**config.mk**
```make
export PLATFORM = sky130hd
export DESIGN_NAME = aisc_scan_config
export DESIGN_NICKNAME = d
export VERILOG_FILES = /design/src/logic/aisc_pkg.sv /design/src/logic/aisc_scan_config.sv
export SDC_FILE = /design/constraint.sdc
export NUM_CORES = 1
export LEC_CHECK = 0
export BUFFER_PORTS_ARGS = -buffer_cell sky130_fd_sc_hd__buf_2
export CAP_MARGIN = 10
export CORE_ASPECT_RATIO = 1.25
export CORE_MARGIN = 5
export CORE_UTILIZATION = 30
export DETAILED_ROUTE_END_ITERATION = 8
export PLACE_DENSITY_LB_ADDON = 0.2
export SLEW_MARGIN = 40
export SYNTH_ARGS = -nofsm -noshare
export SYNTH_HDL_FRONTEND = slang
export SYNTH_SLANG_ARGS = --single-unit
```
**constraint.sdc**
```tcl
create_clock -name clk -period 5 [get_ports clk]
set_clock_uncertainty 0.05 [all_clocks]
set_input_delay 1 -clock clk [delete_from_list [all_inputs] [get_ports clk]]
set_output_delay 1 -clock clk [all_outputs]
set_load 0.005 [all_outputs]
```
**src/logic/aisc_pkg.sv**
```systemverilog
// Constants for the converter input scan configuration block.
// Assumes a 12-bit register port with two mapped addresses.
package aisc_pkg;

  // ****************************************
  // Register map
  // ****************************************
  localparam int          AISC_ADDR_W        = 2;
  localparam int          AISC_DATA_W        = 12;
  localparam logic [1:0]  AISC_ADDR_CTRL0    = 2'h0;
  localparam logic [1:0]  AISC_ADDR_CTRL1    = 2'h1;
  localparam logic [11:0] AISC_CTRL0_RESET   = 12'h020;
  localparam logic [11:0] AISC_CTRL1_RESET   = 12'h430;
  localparam logic [1:0]  AISC_CTRL1_FIXED   = 2'h1;

  // ****************************************
  // First control register fields
  // ****************************************
  localparam int AISC_C0_REF_SEL     = 0;
  localparam int AISC_C0_CONV_MODE   = 1;
  localparam int AISC_C0_POWER_DOWN  = 2;
  localparam int AISC_C0_PICK_LO     = 3;
  localparam int AISC_C0_PICK_HI     = 4;
  localparam int AISC_C0_PAIR_LO     = 5;
  localparam int AISC_C0_PAIR_HI     = 6;
  localparam int AISC_C0_SCAN        = 7;
  localparam int AISC_C0_SELF_LO     = 8;
  localparam int AISC_C0_SELF_HI     = 9;

  // ****************************************
  // Second control register fields
  // ****************************************
  localparam int AISC_C1_RESET       = 0;
  localparam int AISC_C1_OVR_FLUSH   = 1;
  localparam int AISC_C1_FILL_LO     = 2;
  localparam int AISC_C1_FILL_HI     = 3;
  localparam int AISC_C1_READY_TYPE  = 4;
  localparam int AISC_C1_READY_POL   = 5;
  localparam int AISC_C1_STROBE      = 6;
  localparam int AISC_C1_FORMAT      = 7;
  localparam int AISC_C1_OFFSET_CAL  = 8;
  localparam int AISC_C1_READBACK    = 9;
  localparam int AISC_C1_FIXED_LO    = 10;
  localparam int AISC_C1_FIXED_HI    = 11;

  // ****************************************
  // Channel configuration codes {scan, pair_hi, pair_lo, pick}
  // ****************************************
  localparam logic [4:0] AISC_CFG_SCAN_2SE   = 5'h11;
  localparam logic [4:0] AISC_CFG_SCAN_3SE   = 5'h12;
  localparam logic [4:0] AISC_CFG_SCAN_4SE   = 5'h13;
  localparam logic [4:0] AISC_CFG_SCAN_SE_DB = 5'h15;
  localparam logic [4:0] AISC_CFG_SCAN_2SE_DB = 5'h16;
  localparam logic [4:0] AISC_CFG_SCAN_DA_DB = 5'h19;
  localparam logic [4:0] AISC_CFG_DIFF_A     = 5'h04;

  // Selected input code {differential, index}
  typedef enum logic [2:0] {
    AISC_IN_A_POS  = 3'b000,
    AISC_IN_A_NEG  = 3'b001,
    AISC_IN_B_POS  = 3'b010,
    AISC_IN_B_NEG  = 3'b011,
    AISC_IN_PAIR_A = 3'b100,
    AISC_IN_PAIR_B = 3'b101
  } aisc_input_e;

endpackage

```
**src/logic/aisc_scan_config.sv**
```systemverilog
// Control registers and autoscan sequencer of a four-input converter.
// Assumes a host that writes only defined channel configurations, and a
// FIFO outside that reports its fill level and overflows.
`timescale 1ns/1ps

module aisc_scan_config
  import aisc_pkg::*;
(
  input  wire logic                        clk,                    // 25 MHz clock
  input  wire logic                        sys_rst,                // Sync reset, high
  input  wire logic [aisc_pkg::AISC_ADDR_W-1:0] reg_addr,          // Register address
  input  wire logic [aisc_pkg::AISC_DATA_W-1:0] reg_wdata,         // Write data
  input  wire logic                        reg_wr,                 // Write strobe
  input  wire logic                        reg_rd,                 // Read strobe
  output logic [aisc_pkg::AISC_DATA_W-1:0] reg_rdata,              // Read data, next cycle
  input  wire logic                        conv_step,              // One conversion done
  input  wire logic                        fill_reached,           // FIFO at fill level
  input  wire logic                        fifo_overrun,           // FIFO overflow event
  output logic                             cur_differential,       // Current slot is a pair
  output logic [1:0]                       cur_index,              // Current input or pair
  output logic [2:0]                       chan_count,             // Channels per scan
  output logic [1:0]                       selfcheck_sel,          // Test output select
  output logic                             sample_ready_signal,    // Data available
  output logic                             fifo_flush,             // FIFO reset pulse
  output logic                             soft_reset,             // Device reset pulse
  output logic                             ref_external,           // External reference
  output logic                             conv_single,            // Single conversion mode
  output logic                             power_down,             // Converter powered down
  output logic [1:0]                       fill_level,             // Fill level select
  output logic                             strobe_style,           // Read/write strobe style
  output logic                             number_format_select,   // 1 binary, 0 twos compl.
  output logic                             offset_cal,             // Offset calibration
  output logic                             config_readback_enable  // Readback mode
);

  // ****************************************
  // Decode helpers
  // ****************************************
  // Input code of a scan slot; reserved codes fall back to A pos
  function automatic logic [2:0] slot_code(input logic [4:0] cfg, input logic [1:0] slot);
    logic [2:0] code;
    code = AISC_IN_A_POS;
    if (!cfg[4] && cfg[3:2] == 2'h0)
    begin
      code = {1'b0, cfg[1:0]};
    end
    else if (!cfg[4] && cfg[3:2] == 2'h1 && !cfg[1])
    begin
      code = cfg[0] ? AISC_IN_PAIR_B : AISC_IN_PAIR_A;
    end
    else
    begin
      unique case (cfg)
        AISC_CFG_SCAN_2SE,
        AISC_CFG_SCAN_3SE,
        AISC_CFG_SCAN_4SE:    code = {1'b0, slot};
        AISC_CFG_SCAN_SE_DB:  code = (slot == 2'h0) ? AISC_IN_A_POS : AISC_IN_PAIR_B;
        AISC_CFG_SCAN_2SE_DB: code = (slot == 2'h2) ? AISC_IN_PAIR_B
                                                   : {1'b0, slot};
        AISC_CFG_SCAN_DA_DB:  code = (slot == 2'h0) ? AISC_IN_PAIR_A : AISC_IN_PAIR_B;
        default:              code = AISC_IN_A_POS;
      endcase
    end
    return code;
  endfunction

  // Channels in one scan; a pair counts as one
  function automatic logic [2:0] cfg_count(input logic [4:0] cfg);
    logic [2:0] n;
    n = 3'h1;
    unique case (cfg)
      AISC_CFG_SCAN_2SE,
      AISC_CFG_SCAN_SE_DB,
      AISC_CFG_SCAN_DA_DB:  n = 3'h2;
      AISC_CFG_SCAN_3SE,
      AISC_CFG_SCAN_2SE_DB: n = 3'h3;
      AISC_CFG_SCAN_4SE:    n = 3'h4;
      default:              n = 3'h1;
    endcase
    return n;
  endfunction

  // ****************************************
  // Registers
  // ****************************************
  logic [9:0]  ctrl0_reg;
  logic [9:2]  ctrl1_reg;
  logic        overrun_reg;
  logic [1:0]  slot_reg;
  logic        ready_prev_reg;
  logic [4:0]  cfg;
  logic        wr_c0;
  logic        wr_c1;
  logic        rd_c1;
  logic        soft_hit;
  logic        ready_now;

  assign cfg      = ctrl0_reg[AISC_C0_SCAN:AISC_C0_PICK_LO];
  assign wr_c0    = reg_wr && reg_addr == AISC_ADDR_CTRL0;
  assign wr_c1    = reg_wr && reg_addr == AISC_ADDR_CTRL1;
  assign rd_c1    = reg_rd && reg_addr == AISC_ADDR_CTRL1;
  assign soft_hit = wr_c1 && reg_wdata[AISC_C1_RESET];
  // Test selections hold the ready signal off
  assign ready_now = fill_reached && ctrl0_reg[AISC_C0_SELF_HI:AISC_C0_SELF_LO] == 2'h0;

  always_ff @(posedge clk)
  begin
    if (sys_rst || soft_hit)
      ctrl0_reg <= AISC_CTRL0_RESET[9:0];
    else if (wr_c0)
      ctrl0_reg <= reg_wdata[9:0];
  end

  always_ff @(posedge clk)
  begin
    if (sys_rst || soft_hit)
      ctrl1_reg <= AISC_CTRL1_RESET[9:2];
    else if (wr_c1)
      ctrl1_reg <= reg_wdata[9:2];
  end

  // Event beats the read-clear in the same cycle
  always_ff @(posedge clk)
  begin
    if (sys_rst || soft_hit)
      overrun_reg <= 1'b0;
    else if (fifo_overrun)
      overrun_reg <= 1'b1;
    else if (rd_c1)
      overrun_reg <= 1'b0;
  end

  always_ff @(posedge clk)
  begin
    if (sys_rst)
      reg_rdata <= '0;
    else if (reg_rd && reg_addr == AISC_ADDR_CTRL0)
      reg_rdata <= {2'h0, ctrl0_reg};
    else if (rd_c1)
      reg_rdata <= {AISC_CTRL1_FIXED, ctrl1_reg, overrun_reg, 1'b0};
    else if (reg_rd)
      reg_rdata <= '0;
  end

  always_ff @(posedge clk)
  begin
    if (sys_rst)
    begin
      fifo_flush <= 1'b0;
      soft_reset <= 1'b0;
    end
    else
    begin
      fifo_flush <= wr_c1 && reg_wdata[AISC_C1_OVR_FLUSH];
      soft_reset <= soft_hit;
    end
  end

  // ****************************************
  // Scan sequencer
  // ****************************************
  // Any configuration change restarts the scan at its first input
  always_ff @(posedge clk)
  begin
    if (sys_rst || soft_hit || wr_c0)
      slot_reg <= 2'h0;
    else if (conv_step)
      slot_reg <= ({1'b0, slot_reg} + 3'h1 >= cfg_count(cfg)) ? 2'h0
                : slot_reg + 2'h1;
  end

  always_ff @(posedge clk)
  begin
    if (sys_rst)
    begin
      cur_differential <= 1'b0;
      cur_index        <= 2'h0;
      chan_count       <= 3'h1;
    end
    else
    begin
      {cur_differential, cur_index} <= slot_code(cfg, slot_reg);
      chan_count                    <= cfg_count(cfg);
    end
  end

  // ****************************************
  // Sample-ready and field outputs
  // ****************************************
  always_ff @(posedge clk)
  begin
    if (sys_rst)
    begin
      ready_prev_reg      <= 1'b0;
      sample_ready_signal <= 1'b0;
    end
    else
    begin
      ready_prev_reg      <= ready_now;
      sample_ready_signal <= ~(ctrl1_reg[AISC_C1_READY_POL] ^
                               (ctrl1_reg[AISC_C1_READY_TYPE] ? (ready_now && !ready_prev_reg)
                                                              : ready_now));
    end
  end

  always_ff @(posedge clk)
  begin
    if (sys_rst)
    begin
      selfcheck_sel          <= 2'h0;
      ref_external           <= 1'b0;
      conv_single            <= 1'b0;
      power_down             <= 1'b0;
      fill_level             <= 2'h0;
      strobe_style           <= 1'b0;
      number_format_select   <= 1'b0;
      offset_cal             <= 1'b0;
      config_readback_enable <= 1'b0;
    end
    else
    begin
      selfcheck_sel          <= ctrl0_reg[AISC_C0_SELF_HI:AISC_C0_SELF_LO];
      ref_external           <= ctrl0_reg[AISC_C0_REF_SEL];
      conv_single            <= ctrl0_reg[AISC_C0_CONV_MODE];
      power_down             <= ctrl0_reg[AISC_C0_POWER_DOWN];
      fill_level             <= ctrl1_reg[AISC_C1_FILL_HI:AISC_C1_FILL_LO];
      strobe_style           <= ctrl1_reg[AISC_C1_STROBE];
      number_format_select   <= ctrl1_reg[AISC_C1_FORMAT];
      offset_cal             <= ctrl1_reg[AISC_C1_OFFSET_CAL];
      config_readback_enable <= ctrl1_reg[AISC_C1_READBACK];
    end
  end
endmodule

```
==> flow_summary.toml, run 1 <==
[clock_network]
cts_tree = "yes"
cts_setup_buffers = 0
cts_resized = 0
htreeDepth = 2
max-clock-path-buffers = 2
numClockSinks = 53
cts-hold-fix-buffers = 0
worstSkewPairLatency_ns = 0.31
numCtsBuffers = 5
path_clk_slew_ns = 0.09
clock-root-buffer = "clkbuf_8"

[timing]
fin_setup_tns_ns = 0
setup_viol = 0
final_hold_viol_count = 0
final_max_slew_viol_count = 0
slew_headroom_pct = 53.97
fmax_mhz = 491.0
finalCriticalPeriod_ns = 2.037
rsz0062_at_grt = "no"
fin_crit_sh_pct = 40.74
worstMarginPinSlew_ns = 0.6905

[power_and_ir_drop]
p_leak_nw = 1.084
irDropWorstVdd_mv = 0.2121
powerDensity_mw_per_mm2 = 294.2

[worst_setup_path]
arrival_ns = 2.19
reg2reg_depth = 6
rrSetupSlack_ns = 3.07
worstSetupStartpointType = "primary input"
cp_num_buf_inv = 1
crit_cells = 4
worst_ep_required_time_ns = 5.15
cp_slowest_cell = "and2_1"
crit_path_end = "ctrl0_reg[7]"
cp_max_fo = 16
cpLargestDelayFamily = "simple AND/OR/NAND/NOR gates"
path_cells = "buf_2 > and2_1 > a21o_4 > nor2_1"
end_kind = "register"
timing.rr.end = "slot_reg[0]"
critPathKind = "primary input to register"
startpoint = "reg_addr[0]"
worstReg2RegStart = "ctrl0_reg[4]"
max_stage_delay_ns = 0.49

[route]
vias = 1704
viasPerCell = 4.581
totalWireLength_mm = 5.089
wl_per_cell_um = 13.68
post-route-drc-count = 0
first_iter_violations = 83
dr.pass1.iters = 4
ant_nets = 0

[grt]
grt_antenna_before_repair = 0
grt_overflow_total = 0
grt_max_degree = 37
grt.total_usage_pct = 11.97
grt_pass1_vias = 1707
grt_pass1_wl_mm = 8.687

[die]
io_pins = 53
core-area_mm2 = 0.007019
die_area_mm2 = 0.009109
fp.dieW_um = 86.37
initial_utilization_pct = 31.16
rows = 34
die_y_um = 105.5

[logic_synthesis]
synth-edff-count = 0
ys_seq_area_share_pct = 48.51
avgSynthCellArea_um2 = 9.113
yosys_warnings = 0
syn_area_mm2 = 0.002187
synth_top_area_share_pct = 48.51
netlist_instances = 240
async_reset_ff_share_pct = 0
synth_top_flop_cell = "dfxtp_1"
synth_most_common_cell = "dfxtp_1"
synthesis.nets = 268
yosys-top-cells-area = "dfxtp_1 (49%), nor2b_1 (6.9%), a21oi_1 (6.2%)"
synth_cell_types = 32
ys_ff_latch = 53
yosys-top-cells-count = "dfxtp_1 (53), a21oi_1 (27), nor2_1 (27)"
yosys.area.top_type = "dfxtp_1"

[cells_and_area]
largest_register_ffs = 11
multi_input_area_mm2 = 0.001033
layout.nets = 309
fill_cells = 745
drive_above_1_share_pct = 24.82
diodes = 0
area_growth_pct = 16.93
final_cells = 372
ff_latch_area_mm2 = 0.001061

[place]
io_buffers = 49
placedCellCount = 364
dp_hpwl_mm = 3.476
gp_congestion = 0.7329

[job]
maxCapViolations = 0

[min_path]
hold_class = "register to register"

[status]
outcome = "complete, no violations"
## kinds of logic (layout without fill, tap and decap cells)
family | after synthesis | after routing | synth area share, %
buffers and inverters | 18 | 60 | 4.348
AOI/OAI and AO/OA | 37 | 37 | 9.840
adders and majority gates | 7 | 7 | 4.004
DFF | 53 | 53 | 48.51
muxes | 19 | 19 | 9.211
and+or+nand+nor | 104 | 104 | 23.51
xor gates and xnor gates | 1 | 1 | 0.4005
other | 1 | 1 | 0.1715
## tightest hold or removal path, stage by stage, from the launching register on
cell and delay [ns]:
dfxtp_1 0.33, nand2_1 0.05, a21oi_1 0.05
## worst min-delay path by stage
stage	depth (start not counted)	slack, ns	to	startpoint
2_1_floorplan	2	0.39	ctrl1_reg[2]	ctrl1_reg[2]
3_3_place_gp	2	0.40	reg_rdata[0]	reg_rdata[0]
3_5_place_dp	2	0.41	ctrl1_reg[6]	ctrl1_reg[6]
4_1_cts	2	0.42	ctrl1_reg[6]	ctrl1_reg[6]
5_1_grt	2	0.45	reg_rdata[0]	reg_rdata[0]
6_report	2	0.42	ctrl1_reg[6]	ctrl1_reg[6]
## report_power, final
part / switching, mW / internal (mW)
Combinational: 0.0344 / 0.0274
Sequential: 0.00832 / 0.433
Clock: 0.149 / 0.0998
Total: 0.192 / 0.561
## placed cells by master, fill, tap and decap left out, drive strengths merged, types with 2 or more instances in the layout
master,count
mux2,9
inv,3
or3,2
o22ai,3
buf,50
ha,7
nand3,6
nand2,26
mux2i,10
nand3b,2
clkbuf,5
a21oi,27
nand4,2
nor2,27
a21o,2
nor3b,2
nor2b,24
dfxtp,53
nand2b,10
## layer usage
| layer | up-vias | routed length, um | GRT usage (%) | part of all wire (%) |
|---|---|---|---|---|
| met1 | 783 | 2307 | 15.11 | 45 |
| met3 | 4 | 341 | 3.591 | 6.7 |
| li1 | 875 | - | - | - |
| met2 | 42 | 2381 | 19.64 | 47 |
| met4 | 0 | 57 | 3.341 | 1.1 |
| met5 | - | 0 | 0 | 0 |
## stage by stage
step	setup slack, ns	instance area, um2	power (mW)	utilization [%]	hold WS (ns)
6_report	2.963	2557	0.7523	36.43	0.4185
5_1_grt	2.882	2557	0.7923	36.43	0.4507
4_1_cts	2.946	2557	0.7637	36.43	0.4212
3_5_place_dp	2.608	2467	0.5145	35.15	0.4069
3_3_place_gp	2.410	2465	0.5139	35.12	0.4044
2_1_floorplan	3.030	2187	0.4910	-	0.3893
## final cells by class
class                           instances  share of cell area, %
Timing Repair Buffer                   50                  9.883
Clock inverter                          3                 0.8317
Multi-Input combinational cell        169                  40.41
Inverter                                2                 0.2935
Sequential cell                        53                  41.49
Tap cell                               90                  4.403
Clock buffer                            5                  2.691
(Power assumes the default switching activity.)
==> inputs of run 2 (changes only) <==
ABC_AREA = 1   (was not set)
clock period = 2 ns   (was 5 ns; I/O delays follow)
==> flow_summary.toml, run 2 <==
[power_and_ir_drop]
swShare_pct = 24.62
power.share.clock_pct = 36.9
p_int_mw = 1.520
p_leak_nw = 1.187
powerDensity_mw_per_mm2 = 758.0
p_sw_mw = 0.4965
irDropWorstVdd_mv = 0.4781
combinationalPowerShare_pct = 8.5
p_seq_share_pct = 54.6

[logic_synthesis]
avgSynthCellArea_um2 = 8.193
ys_ff_latch = 53
async_reset_ff_share_pct = 0
yosys-top-cells-area = "dfxtp_1 (48%), nand2_1 (14%), inv_1 (5.3%)"
syn_area_mm2 = 0.002212
synth-edff-count = 0
yosys.area.top_type = "dfxtp_1"
ys_seq_area_share_pct = 47.96
synth_most_common_cell = "nand2_1"
yosys_warnings = 0
synth_cell_types = 29
yosys-top-cells-count = "nand2_1 (82), dfxtp_1 (53), inv_1 (31)"
synthesis.nets = 298
synth_top_area_share_pct = 47.96
netlist_instances = 270
synth_top_flop_cell = "dfxtp_1"

[cells_and_area]
diodes = 0
layout_common_cells = "nand2_1 (82), dfxtp_1 (53), buf_2 (49), inv_1 (31), nor2_1 (18)"
area_growth_pct = 20.25
layout.nets = 352
final_cells = 417
largest_register_ffs = 11
drive_above_1_share_pct = 26.77
utilization_pct = 36.59
layout_commonest_cell = "nand2_1"
stdcell_area_mm2 = 0.002660

[place]
placedCellCount = 409
io_buffers = 49
place_area_mm2 = 0.002545
dp_hpwl_mm = 3.966
place_ws_ns = 0.2457
gp_congestion = 0.8739

[die]
rows = 35
die_area_mm2 = 0.009202
fp.dieW_um = 86.81
initial_utilization_pct = 30.43
core-area_mm2 = 0.007269
io_pins = 53
die_y_um = 106.0

[worst_setup_path]
arrival_ns = 1.96
cp_max_fo = 6
worst_ep_required_time_ns = 2.20
end_kind = "register"
worstSetupStartpointType = "register"
critPathKind = "register to register"

[timing]
fin_setup_tns_ns = 0
rsz0062_at_grt = "no"
final_hold_viol_count = 0
fin_crit_sh_pct = 88.03
setup_slack_ns = 0.2394
fmax_mhz = 568.0
finalCriticalPeriod_ns = 1.761
final_max_slew_viol_count = 0
setup_viol = 0

[grt]
grt_pass1_vias = 1822
grt.total_usage_pct = 12.44
grt_antenna_before_repair = 0
grt_pass1_wl_mm = 9.073
grt_max_degree = 26
grt_overflow_total = 0

[route]
post-route-drc-count = 0
vias = 1871
wl_per_cell_um = 13.00
viasPerCell = 4.487
totalWireLength_mm = 5.420
dr.pass1.iters = 4
ant_nets = 0
first_iter_violations = 74

[clock_network]
numCtsBuffers = 5
cts_resized = 0
max-clock-path-buffers = 2
clock-root-buffer = "clkbuf_8"
path_clk_slew_ns = 0.10
worstSkewPairLatency_ns = 0.31
cts_setup_buffers = 0
cts_tree = "yes"
htreeDepth = 2
numClockSinks = 53
cts-hold-fix-buffers = 0

[status]
outcome = "complete, no violations"

[job]
maxCapViolations = 0

[min_path]
hold_class = "primary input to register"
run 2: critical path, stage by stage, from the launching register on:
cell and delay, ns:
dfxtp_1 0.47, inv_1 0.11, nand2_1 0.13, inv_1 0.06
nand3_1 0.11, ha_1 0.27, nand2_1 0.08, nand2_1 0.05
nor2_1 0.13, nand4_1 0.11, a21oi_2 0.13
run 2: path summary, 6_finish.rpt:
check	startpoint	to	slack, ns	depth (start not counted)
max	ctrl0_reg[6]	slot_reg[1]	0.24	10
max reg2reg	ctrl0_reg[6]	slot_reg[1]	0.24	10
min	fifo_overrun	overrun_reg	0.24	3
min reg2reg	ctrl0_reg[1]	conv_single	0.39	2
run 2: layout make-up:
cell class / instances / area (um2)
Clock buffer: 5 / 68.82
Clock inverter: 3 / 46.29
Timing Repair Buffer: 56 / 297.8
Fill cell: 824 / 4609
Multi-Input combinational cell: 172 / 933.4
Tap cell: 92 / 115.1
Inverter: 36 / 137.6
Sequential cell: 53 / 1061
run 2: layer usage:
metal	GRT usage, %	wire length (um)	vias up
met5	0	0	-
met4	3.675	79	0
met3	2.946	274	7
met2	20.03	2613	47
li1	-	-	973
met1	16.33	2453	844
run 2: stage by stage:
step / hold WS [ns] / power, mW
CTS: 0.2348 / 2.049
global placement: 0.3814 / 1.298
global route: 0.2695 / 2.112
finish: 0.2418 / 2.016
detailed placement: 0.3838 / 1.300
floorplan: 0.3639 / 1.232
run 2: cells by family (layout without fill, tap and decap cells):
kind of cell             count (synthesis)  after routing  share of synthesized area, %
AND/OR/NAND/NOR                        127            127                         26.64
flip-flops                              53             53                         47.96
buffers and inverters                   45            100                         9.842
AO/OA/AOI/OAI                           37             37                         11.42
adder cells (fa/ha/maj)                  7              7                         3.959
other                                    1              1                        0.1695
run 2: power by group through the flow:
stage	clock network, mW	registers, mW	logic [mW]
global placement	0	1.12	0.173
global route	0.813	1.11	0.194
detailed placement	0	1.13	0.174
finish	0.744	1.10	0.171
CTS	0.773	1.10	0.175
floorplan	0	1.12	0.109
